===== src/logic/ssp_pkg.sv =====
// constants, field layouts and enumerations of the synchronous serial port
// assumes one clock domain and a user that drives the configuration ports directly
// Operation
// - SPI frames, the synchronous-frame format with a leading frame pulse, and a three-wire command/response format are selectable.
// - Frame size is programmable from 4 to 16 bits, both included.
// - Received bits are shifted into parallel words and queued words are shifted out one bit per serial clock.
// - Transmit and receive paths each have their own FIFO of eight 16-bit entries.
// - The port runs as master making clock and frame select, or as slave following an outside master.
// - As slave an option keeps the serial data output undriven so several slaves can share the lines.
// - The master serial clock comes from the input clock through a prescaler and then a bit-rate divider.
// - The bit clock source is selectable between the system clock and the internal oscillator and the selection is readable.
// - Transmit and receive DMA requests exist and are enabled separately.
// - Interrupt sources can each be enabled and disabled, the sticky overrun and transmit-done sources can be cleared, and raw and masked status are both readable.
// - In advanced mode an entry may mark end of frame, after which frame select stays deasserted for at least one serial clock.
// - An advanced-mode write keeps only the low 8 bits and ignores the upper 24.
// - In advanced mode frame select drops for one serial clock after every byte, unless frame hold keeps it until end of frame or an empty transmit FIFO.
package ssp_pkg;
  localparam int DATA_W = 16;
  localparam int FIFO_DEPTH = 8;
  localparam int MIN_SIZE = 4;
  localparam int MAX_SIZE = 16;
  localparam int ADV_BYTE_W = 8;
  localparam int WR_W = 32;
  localparam int DIV_W = 8;
  localparam int NUM_INT = 4;
  // interrupt field positions
  localparam int INT_TX_HALF = 0;
  localparam int INT_RX_HALF = 1;
  localparam int INT_RX_OVERRUN = 2;
  localparam int INT_TX_DONE = 3;
  localparam logic [NUM_INT-1:0] INT_STICKY = 4'hC;
  localparam logic [NUM_INT-1:0] INT_RESET = 4'h0;
  localparam logic [1:0] FMT_SPI = 2'h0;
  localparam logic [1:0] FMT_SYNC = 2'h1;
  localparam logic [1:0] FMT_THREE_WIRE = 2'h2;
  typedef enum logic [2:0] {st_idle, st_lead, st_shift, st_gap} eng_state_t;
endpackage


===== src/logic/fifo_if.sv =====
// push/pop port of one word FIFO
// assumes the FIFO and its user share one clock
`timescale 1ns/1ps
interface fifo_if #(parameter int W = 16, parameter int CW = 4);
  logic push;
  logic [W-1:0] wdata;
  logic pop;
  logic [W-1:0] rdata;
  logic full;
  logic empty;
  logic [CW-1:0] count;
  modport owner (input push, input wdata, input pop, output rdata, output full, output empty, output count);
  modport user (output push, output wdata, output pop, input rdata, input full, input empty, input count);
endinterface


===== src/logic/synchronous_serial_port.sv =====
// synchronous serial port: master or slave shift engine with two word FIFOs
// assumes slave-side pins are already synchronous to ref_clk
`timescale 1ns/1ps
module synchronous_serial_port #(
  parameter int DEPTH = ssp_pkg::FIFO_DEPTH
) (
  input wire logic ref_clk,
  input wire logic reset,
  input wire logic enable,
  input wire logic master_mode,
  input wire logic [1:0] frame_format,
  input wire logic [3:0] data_size,
  input wire logic cpol,
  input wire logic cpha,
  input wire logic [ssp_pkg::DIV_W-1:0] prescale,
  input wire logic [ssp_pkg::DIV_W-1:0] divider,
  input wire logic clk_source_sel,
  input wire logic internal_precision_oscillator_tick,
  input wire logic slave_output_disable,
  input wire logic adv_mode,
  input wire logic frame_hold,
  input wire logic dma_tx_en,
  input wire logic dma_rx_en,
  input wire logic [ssp_pkg::NUM_INT-1:0] int_enable,
  input wire logic [ssp_pkg::NUM_INT-1:0] int_clear,
  input wire logic tx_write,
  input wire logic [ssp_pkg::WR_W-1:0] tx_wdata,
  input wire logic tx_end_of_frame,
  input wire logic rx_read,
  input wire logic sclk_in,
  input wire logic frame_select_in,
  input wire logic serial_in,
  output logic tx_full,
  output logic tx_empty,
  output logic rx_full,
  output logic rx_empty,
  output logic [ssp_pkg::DATA_W-1:0] rx_data,
  output logic rx_valid,
  output logic busy,
  output logic clk_source_current,
  output logic [ssp_pkg::NUM_INT-1:0] int_raw,
  output logic [ssp_pkg::NUM_INT-1:0] int_masked,
  output logic dma_tx_req,
  output logic dma_rx_req,
  output logic sclk_out,
  output logic frame_select_pin,
  output logic serial_out,
  output logic serial_out_oe
);
  localparam int W = ssp_pkg::DATA_W;
  localparam int CW = $clog2(DEPTH) + 1;
  initial
  begin
    if (DEPTH < 2)
      $error("fifo depth too small");
  end
  fifo_if #(.W(W + 1), .CW(CW)) txf();
  fifo_if #(.W(W), .CW(CW)) rxf();
  ssp_fifo #(.W(W + 1), .DEPTH(DEPTH)) tx_fifo (.ref_clk(ref_clk), .reset(reset), .f(txf.owner));
  ssp_fifo #(.W(W), .DEPTH(DEPTH)) rx_fifo (.ref_clk(ref_clk), .reset(reset), .f(rxf.owner));

  ssp_pkg::eng_state_t state;
  logic [W-1:0] tx_sh;
  logic [W-1:0] rx_sh;
  logic [5:0] bit_cnt;
  logic eof;
  logic phase;
  logic sclk_prev;
  logic [2*ssp_pkg::DIV_W:0] half_cnt;
  logic [2*ssp_pkg::DIV_W:0] half_len;
  logic src_tick;
  logic half_tick;
  logic lead_ev;
  logic trail_ev;
  logic [5:0] last_bit;
  logic word_end;
  logic three_wire;

  // masking keeps the word to 4..16 bits whatever is asked for
  function automatic logic [W-1:0] size_mask(input logic [3:0] sz);
    logic [3:0] s;
    s = (sz < 4'(ssp_pkg::MIN_SIZE - 1)) ? 4'(ssp_pkg::MIN_SIZE - 1) : sz;
    size_mask = W'((17'h00002 << s) - 17'h00001);
  endfunction

  assign three_wire = frame_format == ssp_pkg::FMT_THREE_WIRE;
  // three-wire: command out, then as many bits in with output released
  assign last_bit = three_wire ? {1'b0, data_size, 1'b1} : {2'h0, data_size};

  // half bit clock is prescaler times (divider plus one) input clocks; a zero prescale acts as one
  assign half_len = (prescale == '0) ? 17'(divider) : 17'(prescale) * 17'(divider) + 17'(prescale) - 17'h00001;
  assign src_tick = clk_source_sel ? internal_precision_oscillator_tick : 1'b1;
  assign half_tick = src_tick && half_cnt >= half_len;

  always_ff @(posedge ref_clk)
  begin
    if (reset || state == ssp_pkg::st_idle)
      half_cnt <= '0;
    else if (src_tick)
      half_cnt <= half_tick ? '0 : half_cnt + 1'b1;
  end

  always_ff @(posedge ref_clk)
  begin
    if (reset)
      sclk_prev <= 1'b0;
    else
      sclk_prev <= sclk_in;
  end

  // master edges come from the divider, slave edges from the outside clock
  always_comb
  begin
    if (master_mode)
    begin
      lead_ev = state == ssp_pkg::st_shift && half_tick && !phase;
      trail_ev = state == ssp_pkg::st_shift && half_tick && phase;
    end
    else
    begin
      lead_ev = state == ssp_pkg::st_shift && sclk_in != sclk_prev && sclk_in != cpol;
      trail_ev = state == ssp_pkg::st_shift && sclk_in != sclk_prev && sclk_in == cpol;
    end
  end
  assign word_end = trail_ev && bit_cnt == last_bit;

  logic can_start;
  logic hold_on;
  assign can_start = enable && !txf.empty && (master_mode || !frame_select_in);
  // frame hold keeps select asserted across bytes until an end-of-frame entry or an empty transmit FIFO
  assign hold_on = adv_mode && frame_hold && !eof && !txf.empty;
  assign txf.pop = (state == ssp_pkg::st_idle && can_start) || (word_end && master_mode && hold_on);

  always_ff @(posedge ref_clk)
  begin
    if (reset)
    begin
      state <= ssp_pkg::st_idle;
      tx_sh <= '0;
      rx_sh <= '0;
      bit_cnt <= '0;
      eof <= 1'b0;
      phase <= 1'b0;
    end
    else
    begin
      case (state)
        ssp_pkg::st_idle:
        begin
          phase <= 1'b0;
          bit_cnt <= '0;
          if (can_start)
          begin
            tx_sh <= txf.rdata[W-1:0];
            eof <= txf.rdata[W];
            state <= (master_mode && frame_format == ssp_pkg::FMT_SYNC) ? ssp_pkg::st_lead : ssp_pkg::st_shift;
          end
        end
        ssp_pkg::st_lead:
        begin
          // one bit clock of frame pulse before the first bit
          if (half_tick)
            phase <= !phase;
          if (half_tick && phase)
            state <= ssp_pkg::st_shift;
        end
        ssp_pkg::st_shift:
        begin
          if (!master_mode && (frame_select_in || !enable))
            state <= ssp_pkg::st_idle;
          else
          begin
            if (half_tick)
              phase <= !phase;
            if ((cpha ? trail_ev : lead_ev) && (!three_wire || bit_cnt > {2'h0, data_size}))
              rx_sh <= {rx_sh[W-2:0], serial_in};
            if (cpha ? (lead_ev && bit_cnt != '0) : (trail_ev && !word_end))
              tx_sh <= {tx_sh[W-2:0], 1'b0};
            if (trail_ev)
              bit_cnt <= bit_cnt + 1'b1;
            if (word_end)
            begin
              bit_cnt <= '0;
              if (!master_mode)
                state <= ssp_pkg::st_idle;
              else if (hold_on)
              begin
                tx_sh <= txf.rdata[W-1:0];
                eof <= txf.rdata[W];
              end
              else
                state <= ssp_pkg::st_gap;
            end
          end
        end
        ssp_pkg::st_gap:
        begin
          // select released for one full bit clock between words
          if (half_tick)
            phase <= !phase;
          if (half_tick && phase)
            state <= ssp_pkg::st_idle;
        end
        default:
          state <= ssp_pkg::st_idle;
      endcase
    end
  end

  // advanced writes keep the low byte only
  assign txf.push = tx_write && !txf.full;
  assign txf.wdata = adv_mode ? {tx_end_of_frame, {(W - ssp_pkg::ADV_BYTE_W){1'b0}}, tx_wdata[ssp_pkg::ADV_BYTE_W-1:0]}
                              : {1'b0, tx_wdata[W-1:0]};
  assign rxf.push = word_end && !rxf.full;
  // leading-edge sampling already holds the last bit; trailing-edge sampling takes it this cycle
  assign rxf.wdata = (cpha ? {rx_sh[W-2:0], serial_in} : rx_sh) & size_mask(data_size);
  assign rxf.pop = rx_read;

  // pins, all from flip-flops
  always_ff @(posedge ref_clk)
  begin
    if (reset)
    begin
      sclk_out <= 1'b0;
      frame_select_pin <= 1'b1;
      serial_out <= 1'b0;
      serial_out_oe <= 1'b0;
    end
    else
    begin
      sclk_out <= cpol ^ (state == ssp_pkg::st_shift && phase != (half_tick && master_mode));
      if (frame_format == ssp_pkg::FMT_SYNC)
        frame_select_pin <= state == ssp_pkg::st_lead && master_mode;
      else
        frame_select_pin <= !(master_mode && state == ssp_pkg::st_shift);
      serial_out <= tx_sh[data_size];
      if (master_mode)
        serial_out_oe <= state == ssp_pkg::st_shift && !(three_wire && bit_cnt > {2'h0, data_size});
      else
        serial_out_oe <= !frame_select_in && !slave_output_disable && enable;
    end
  end

  // status, dma, interrupts
  logic [ssp_pkg::NUM_INT-1:0] ev;
  always_comb
  begin
    ev = '0;
    ev[ssp_pkg::INT_TX_HALF] = txf.count <= CW'(DEPTH / 2);
    ev[ssp_pkg::INT_RX_HALF] = rxf.count >= CW'(DEPTH / 2);
    ev[ssp_pkg::INT_RX_OVERRUN] = word_end && rxf.full;
    ev[ssp_pkg::INT_TX_DONE] = state == ssp_pkg::st_gap && half_tick && phase && txf.empty;
  end

  always_ff @(posedge ref_clk)
  begin
    if (reset)
      int_raw <= ssp_pkg::INT_RESET;
    else
      // sticky bits: a new event wins over a clear in the same cycle
      int_raw <= ev | (int_raw & ssp_pkg::INT_STICKY & ~int_clear);
  end

  always_ff @(posedge ref_clk)
  begin
    if (reset)
      int_masked <= '0;
    else
      int_masked <= (ev | (int_raw & ssp_pkg::INT_STICKY & ~int_clear)) & int_enable;
  end

  always_ff @(posedge ref_clk)
  begin
    if (reset)
    begin
      dma_tx_req <= 1'b0;
      dma_rx_req <= 1'b0;
    end
    else
    begin
      dma_tx_req <= dma_tx_en && (txf.count + CW'(txf.push) - CW'(txf.pop)) <= CW'(DEPTH / 2);
      dma_rx_req <= dma_rx_en && !(rxf.empty && !rxf.push) && !(rxf.pop && rxf.count == CW'(1));
    end
  end

  always_ff @(posedge ref_clk)
  begin
    if (reset)
    begin
      rx_data <= '0;
      rx_valid <= 1'b0;
      busy <= 1'b0;
      clk_source_current <= 1'b0;
    end
    else
    begin
      rx_valid <= rx_read && !rxf.empty;
      if (rx_read && !rxf.empty)
        rx_data <= rxf.rdata;
      busy <= state != ssp_pkg::st_idle || !txf.empty;
      // the reported source follows the selection only while idle; src_tick follows clk_source_sel at once, even mid-frame
      if (state == ssp_pkg::st_idle)
        clk_source_current <= clk_source_sel;
    end
  end

  assign tx_full = txf.full;
  assign tx_empty = txf.empty;
  assign rx_full = rxf.full;
  assign rx_empty = rxf.empty;
endmodule


===== src/logic/ssp_fifo.sv =====
// first-in first-out store for the serial port
// a push given while full and a pop given while empty are ignored
`timescale 1ns/1ps
module ssp_fifo #(
  parameter int W = 16,
  parameter int DEPTH = 8
) (
  input wire logic ref_clk,
  input wire logic reset,
  fifo_if.owner f
);
  localparam int AW = $clog2(DEPTH);
  initial
  begin
    if (DEPTH < 2 || (1 << AW) != DEPTH)
      $error("fifo depth must be a power of two");
  end
  logic [W-1:0] mem [DEPTH];
  logic [AW-1:0] wr_ptr;
  logic [AW-1:0] rd_ptr;
  logic do_push;
  logic do_pop;
  assign do_push = f.push && !f.full;
  assign do_pop = f.pop && !f.empty;
  assign f.rdata = mem[rd_ptr];
  always_ff @(posedge ref_clk)
  begin
    if (do_push)
      mem[wr_ptr] <= f.wdata;
  end
  always_ff @(posedge ref_clk)
  begin
    if (reset)
    begin
      wr_ptr <= '0;
      rd_ptr <= '0;
      f.count <= '0;
      f.full <= 1'b0;
      f.empty <= 1'b1;
    end
    else
    begin
      wr_ptr <= wr_ptr + AW'(do_push);
      rd_ptr <= rd_ptr + AW'(do_pop);
      if (do_push != do_pop)
      begin
        f.count <= do_push ? f.count + 1'b1 : f.count - 1'b1;
        f.full <= do_push && (f.count == $bits(f.count)'(DEPTH - 1));
        f.empty <= do_pop && (f.count == $bits(f.count)'(1));
      end
    end
  end
endmodule


===== config.mk =====
export PLATFORM = sky130hd
export DESIGN_NAME = synchronous_serial_port
export DESIGN_NICKNAME = d
export VERILOG_FILES = /design/src/logic/ssp_pkg.sv /design/src/logic/fifo_if.sv /design/src/logic/synchronous_serial_port.sv /design/src/logic/ssp_fifo.sv
export SDC_FILE = /design/constraint.sdc
export NUM_CORES = 1
export LEC_CHECK = 0
export ABC_AREA = 1
export BUFFER_PORTS_ARGS = -buffer_cell sky130_fd_sc_hd__buf_2
export CAP_MARGIN = 30
export CELL_PAD_IN_SITES_DETAIL_PLACEMENT = 1
export CELL_PAD_IN_SITES_GLOBAL_PLACEMENT = 1
export CORE_MARGIN = 2
export CORE_UTILIZATION = 47
export CTS_CLUSTER_SIZE = 28
export DETAILED_ROUTE_END_ITERATION = 10
export PLACE_DENSITY = 0.76
export SETUP_SLACK_MARGIN = 0.1
export SLEW_MARGIN = 40
export SYNTH_ARGS = -nofsm -noshare
export SYNTH_HDL_FRONTEND = slang
export SYNTH_SLANG_ARGS = --single-unit

===== constraint.sdc =====
create_clock -name ref_clk -period 18.3 [get_ports ref_clk]
set_input_delay 0 -clock ref_clk [delete_from_list [all_inputs] [get_ports ref_clk]]
set_output_delay 0 -clock ref_clk [all_outputs]
set_load 0.02 [all_outputs]

; ---- Yosys cells after proc, flatten, opt, wreduce, memory -nomap -nowiden
; Memories as Yosys holds them, arrays and structs flattened. A register that Yosys moved wholly into a read port is not among the register bits.
; Index checks and enable logic that the tools add are counted.
[word_totals]
reg_bits = 102
ram_bits = 264
input_bits = 81
output_inout_bits = 37
n_memories = 2
[op_classes]
n_addsub = 15
mul = 1
magnitude_cmp = 7
n_eq_ne = 26
n_shift = 1
muxes = 51
bitwise_logic = 7
n_reduce_logical = 85
[mem_list]
columns = memory, words, word_bits, rd, rd_ports_with_merged_regs, wr, line
row1 = tx_fifo.mem, 8, 17, 1, 1, 1, ssp_fifo.sv:18  ; logic [W-1:0] mem [DEPTH];
row2 = rx_fifo.mem, 8, 16, 1, 1, 1, ssp_fifo.sv:18
[ops]
columns = op, n
row1 = $mux 16, 7
row2 = $mux 17, 3
row3 = $logic_and 1x1->1, 49
row4 = $pmux 16 s2, 1
row5 = $mux 3, 8
row6 = $mux 1, 19
row7 = $mux 6, 3
row8 = $add 16x8->17, 1
row9 = $add 17x1->17 const B, 1
row10 = $ge 17x17->1, 1
row11 = $logic_not 1->1, 17
row12 = $sub 17x1->17 const B, 1
row13 = $and 16x16->16, 1
row14 = $mul 8x8->16, 1
row15 = $shl 2x4->16 const A, 1
row16 = $sub 16x1->16 const B, 1
row17 = $ne 2x2->1 const B, 7
row18 = $add 3x1->3, 4
row19 = $mux 4, 3
row20 = $pmux 3 s4, 1
row21 = $pmux 6 s2, 1
row22 = $reduce_and 3->1, 3
row23 = $add 4x1->4 const B, 2
row24 = $and 4x4->4, 2
row25 = other kinds (39), 55

; ---- Depth between registers and ports, before layout
[depth]
ltp_word = 19
mapped_depth = 41

; ---- Hierarchy
; Synthesis repeated with hierarchy kept, for this count alone.
[hier_totals]
hier_cells = 2186
area_unflattened_um2 = 20096.8
[by_module_without_submodules]
columns = mod, n_inst, cells_per_inst, area_each_um2
row1 = synchronous_serial_port, 1, 1190, 8388.0
row2 = ssp_fifo at tx_fifo, 1, 510, 5970.7
row3 = ssp_fifo at rx_fifo, 1, 486, 5738.0

; ---- Least setup slack after synthesis
; No wires, ideal clock.
[synth_path]
path_kind = input to register
start = input prescale[5] (netlist name)
end = memory rx_fifo.mem[0][0] (enable)
arrival_ns = 6.984
required_ns = 17.891
setup_slack_ns = 10.907
path_stages = 33
cell_sequence = clkbuf_1 -> nand2_1 -> fa_1 -> inv_1 -> fa_1 -> fa_1 -> fa_1 -> inv_1 -> fa_1 -> inv_1 -> ha_1 -> nand2_1 -> nor3_1 -> nand2_1 -> nand3_1 -> nand2_1 -> nand2_1 -> a21oi_1 -> o21ai_0 -> nand2_1 -> nand3b_1 -> xnor2_1 -> nand2_1 -> ha_1 -> nand4_1 -> nor2_1 -> nand2_1 -> nand3_2 -> nand4_1 -> nand2_4 -> nand3_2 -> or2_1 -> nor3_1
[synth_via]
elab_chain_len = 14
[synth_lines]
columns = element, line
row1 = from (decl), synchronous_serial_port.sv:15  ; input wire logic [ssp_pkg::DIV_W-1:0] prescale,
row2 = $mul 8x8->16, synchronous_serial_port.sv:91  ; assign half_len = (prescale == '0) ? 17'(divider) : 17'(prescale) * 17'(divider) + 17'(prescale) - 17'h00001;
row3 = $add 16x8->17, synchronous_serial_port.sv:91
row4 = $sub 17x1->17, synchronous_serial_port.sv:91
row5 = $mux 17 (*), synchronous_serial_port.sv:91
row6 = $ge 17x17->1 (*), synchronous_serial_port.sv:93  ; assign half_tick = src_tick && half_cnt >= half_len;
row7 = $logic_and 1x1->1 (*), synchronous_serial_port.sv:93
row8 = $logic_and 1x1->1 (*) (2 in series), synchronous_serial_port.sv:117  ; trail_ev = state == ssp_pkg::st_shift && half_tick && phase;
row9 = $mux 1 (*), synchronous_serial_port.sv:114  ; if (master_mode)
row10 = $logic_and 1x1->1 (*), synchronous_serial_port.sv:125  ; assign word_end = trail_ev && bit_cnt == last_bit;
row11 = $logic_and 1x1->1 (*), synchronous_serial_port.sv:214  ; assign rxf.push = word_end && !rxf.full;
row12 = $logic_and 1x1->1 (*), ssp_fifo.sv:23  ; assign do_push = f.push && !f.full;
row13 = $mux 1 (*), ssp_fifo.sv:28  ; if (do_push)
row14 = $mux 1 (implied by the code) (*), ssp_fifo.sv:29  ; mem[wr_ptr] <= f.wdata;
row15 = to (decl), ssp_fifo.sv:18
; Mark *: on every way between the ends. The rest lies on a longest branch, timed or not.

; ---- Worst setup path after layout
[layout_path]
start = input prescale[2] (netlist name)
end = register dma_tx_req
[layout_via]
elab_chain_len = 16
[layout_lines]
columns = element, line
row1 = $mul 8x8->16, synchronous_serial_port.sv:91
row2 = $add 16x8->17, synchronous_serial_port.sv:91
row3 = $sub 17x1->17, synchronous_serial_port.sv:91
row4 = $mux 17 (*), synchronous_serial_port.sv:91
row5 = $ge 17x17->1 (*), synchronous_serial_port.sv:93
row6 = $logic_and 1x1->1 (*), synchronous_serial_port.sv:93
row7 = $logic_and 1x1->1 (*) (2 in series), synchronous_serial_port.sv:117
row8 = $mux 1 (*), synchronous_serial_port.sv:114
row9 = $logic_and 1x1->1 (*), synchronous_serial_port.sv:125
row10 = $logic_and 1x1->1 (*) (2 in series), synchronous_serial_port.sv:132  ; assign txf.pop = (state == ssp_pkg::st_idle && can_start) || (word_end && master_mode && hold_on);
row11 = $logic_or 1x1->1 (*), synchronous_serial_port.sv:132
row12 = $sub 4x1->4 (*), synchronous_serial_port.sv:281  ; dma_tx_req <= dma_tx_en && (txf.count + CW'(txf.push) - CW'(txf.pop)) <= CW'(DEPTH / 2);
row13 = $le 4x3->1 (*), synchronous_serial_port.sv:281
row14 = $logic_and 1x1->1 (*), synchronous_serial_port.sv:281
row15 = to (signal assigned), synchronous_serial_port.sv:281
row16 = to (decl), synchronous_serial_port.sv:43  ; output logic dma_tx_req,
; Marked as above.
; A chain may end at the register's enable or synchronous reset.

==> impl_metrics.yaml <==
status:
  status: "finished clean"
pwr:
  switching_share_pct: 33.4
  p_int_mw: 1.80
  switchingPower_mw: 0.900
  total_leakage_power_nw: 9.27
  peakVddDrop_v: 0.0000838
  clock_power_share_pct: 33.1
  power.share.combinational_pct: 30.4
  power_frac_seq_pct: 36.6
  p_per_area_nw_per_um2: 119
route:
  wl_um: 51400
  drt_iter0_markers: 750
  met3WireLength_um: 1740
  dr.max_layer_used: "met5"
  num_vias: 14900
  dr.pass1.iters: 5
  wl_met2_um: 26100
  wl_met1_um: 22100
  wl_per_cell_um: 19.0
  drc_errors: 0
  via_per_inst: 5.49
  final_antenna_net_count: 0
timing:
  rsz0062_at_grt: "false"
  period_minus_slack_ps: 7380
  setup_violations: 0
  worst_pin_slew_ps: 811
  fmax_mhz: 135
  clock_skew_ps: 25.7
  drv_slew: 0
  hold_viol: 0
  finalCritPeriodShare_pct: 40.3
  setup_tns_ps: 0
  relSlewSlack_pct: 45.5
clock_tree:
  clk_latency_ps: 580
  clockBufferDepth: 3
  ctsRootBufferMaster: "clkbuf_16"
  cts_buffers: 41
  clock-sinks: 381
  htreeDepth: 2
  cts_tree: "done"
  path_clk_slew_ps: 60
  postCtsSetupBuffers: 0
die:
  dieArea_um2: 43600
  initial_core_util_pct: 47.3
  dieHeight_um: 209
  dieWidth_um: 209
  core_region_area_um2: 41700
  rows: 75
  pin_count: 118
grt:
  grt_pass1_wl_um: 83500
  grt_max_degree: 71
  grt.overflow.total: 0
  grt_pass1_vias: 16000
  grt_antenna_before_repair: 3
  grt_util_all_layers_pct: 24.1
critical_path:
  cp_max_fo: 10
  required_ps: 18750
  worst_setup_path_end_kind: "register"
  critPathKind: "in2reg"
  arrival_ps: 7830
  critical_path.most_common_cell: "nand2_1"
  start_kind: "input port"
  critPathMaxStageDelay_ps: 560
  r2r_cells: 20
  crit_slowest_cell: "fa_1"
finish:
  design_area_um2: 22700
  num_antenna_cells: 0
  fin_nets: 2369
  seq_area_um2: 10300
  area_growth_pct: 15.1
  n_fill_cell: 4685
  drive_gt1_share_pct: 12.9
  multiInputGateArea_um2: 8220
synth:
  postSynthCellCount: 2021
  synth_flop_cell: "edfxtp_1"
  async_flop_share_pct: 0
  seq_area_frac_synth_pct: 52.1
  synth.avg_cell_area_um2: 9.76
  syn-cell-area_um2: 19700
  synth_area_leaders: "edfxtp_1 (40%), dfxtp_1 (12%), o21ai_0 (6.4%), ha_1 (6.3%), nand2_1 (5.0%)"
  yosysTopAreaCellShare_pct: 40.2
  synth_edf_count: 264
  ys_ff_latch: 381
  ys_types: 53
  synth_top_area_cell: "edfxtp_1"
  yosys_warnings: 0
job:
  cap_viol_max_count: 0
place:
  place.gp.congestion: 0.820
  hpwl_um: 33500
  place_area_um2: 20800
  portBuffers: 99
hold_path:
  hold_path_class: "in2reg"
  hold_depth: 5
-- cells by family after synthesis --
group / count (synthesis) / share of synthesized area, %
mux: 36 / 1.83
other cells: 1 / 0.0190
simple gates: 626 / 13.9
compound gates: 457 / 12.7
fa+ha+maj: 147 / 11.1
xor+xnor: 36 / 1.60
buf+inv: 337 / 6.68
flops: 381 / 52.1
-- critical path: cells and delay by family --
family                   cells  cell delay, ps
buffers and inverters        6             520
AO/OA/AOI/OAI                4             750
adder cells (fa/ha/maj)     10            4150
XOR/XNOR                     1             130
AND/OR/NAND/NOR             20            2260
-- worst paths after layout --
path	start	end	slack [ps]
setup / recovery	prescale[2]	dma_tx_req$_SDFF_PP0_	10920
hold / removal	master_mode	serial_out_oe$_SDFF_PP0_	30
setup reg to reg	half_cnt[8]$_SDFFE_PP0P_	dma_tx_req$_SDFF_PP0_	14950
hold reg to reg	tx_fifo.f.full$_SDFFE_PP0P_	tx_fifo.f.full$_SDFFE_PP0P_	490
-- registers in the layout, indices dropped and copies added (netlist names), 4 cells and up --
signal and cells:
rx_fifo.mem 128, tx_fifo.mem 136, int_raw 4, rx_fifo.f.count 4
tx_fifo.f.count 4, int_masked 4, tx_sh 16, rx_sh 16
bit_cnt 6, half_cnt 17, rx_data 16
-- cells in the final DEF, fill, tap and decap left out, types with 21 or more instances in the layout --
master / Yosys / final
mux2i_1: 36 / 36
dfxtp_1: 117 / 115
nand2_1: 264 / 263
ha_1: 99 / 99
fa_1: 48 / 48
buf_4: 3 / 21
dlygate4sd3_1: 0 / 47
edfxtp_1: 264 / 264
buf_2: 7 / 99
inv_1: 232 / 228
nor2_1: 216 / 215
a21oi_1: 119 / 119
xor2_1: 23 / 23
o21ai_0: 251 / 250
clkbuf_16: 0 / 42
nand3_1: 56 / 56
o22ai_1: 22 / 22
-- synthesized netlist by cell type (8+ instances only) --
master and number:
edfxtp_1 264, nand2_1 264, o21ai_0 251, inv_1 232
nor2_1 216, a21oi_1 119, dfxtp_1 117, ha_1 99
clkbuf_1 76, nand3_1 56, fa_1 48, mux2i_1 36
xor2_1 23, o22ai_1 22, nand2_2 18, o211ai_1 17
nor3_1 16, o221ai_1 16, nand3_2 14, nand4_1 13
xnor2_1 13, a21oi_2 10, inv_2 9, nor3b_1 8
-- cell type report --
type                       instances  share of cell area [%]
inverter                         242                    4.02
sequential                       381                    45.2
multi-input combinational       1304                    36.2
clock buffer                      49                    4.88
timing repair buffer             171                    5.22
tap                              539                    2.97
clock inverter                    26                    1.48
-- per-stage QoR --
stage	util [%]	total power [mW]	hold slack [ps]	setup slack (ps)	instances
final	54.5	2.70	30.6	10920	2712
after global routing	54.5	2.88	38.6	10320	2712
after CTS	54.5	2.72	1.70	10870	2712
after detailed placement	49.9	1.82	211	10300	2590
after global placement	49.7	1.78	203	10520	2586
after floorplan	-	1.62	91.5	10910	2022
-- layer usage --
| layer | up-vias | GRT usage, % |
|---|---|---|
| met5 | - | 0 |
| met4 | 6 | 8.18 |
| met3 | 105 | 3.85 |
| met2 | 257 | 43.5 |
| met1 | 7410 | 29.2 |
| li1 | 7112 | - |
-- power by group through the flow --
| stage | logic (mW) | registers, mW | clock network, mW |
|---|---|---|---|
| after global routing | 0.958 | 0.989 | 0.937 |
| after detailed placement | 0.814 | 1.00 | 0 |
| after global placement | 0.778 | 1.00 | 0 |
| final | 0.819 | 0.985 | 0.891 |
| after floorplan | 0.622 | 0.999 | 0 |
| after CTS | 0.831 | 0.985 | 0.907 |
-- timing repair --
action,in CTS,in global routing
setup endpoints to repair,0,0
hold endpoints to repair,190,0
gates resized for setup,0,0
hold buffers,47,0
(Power assumes the default switching activity.)
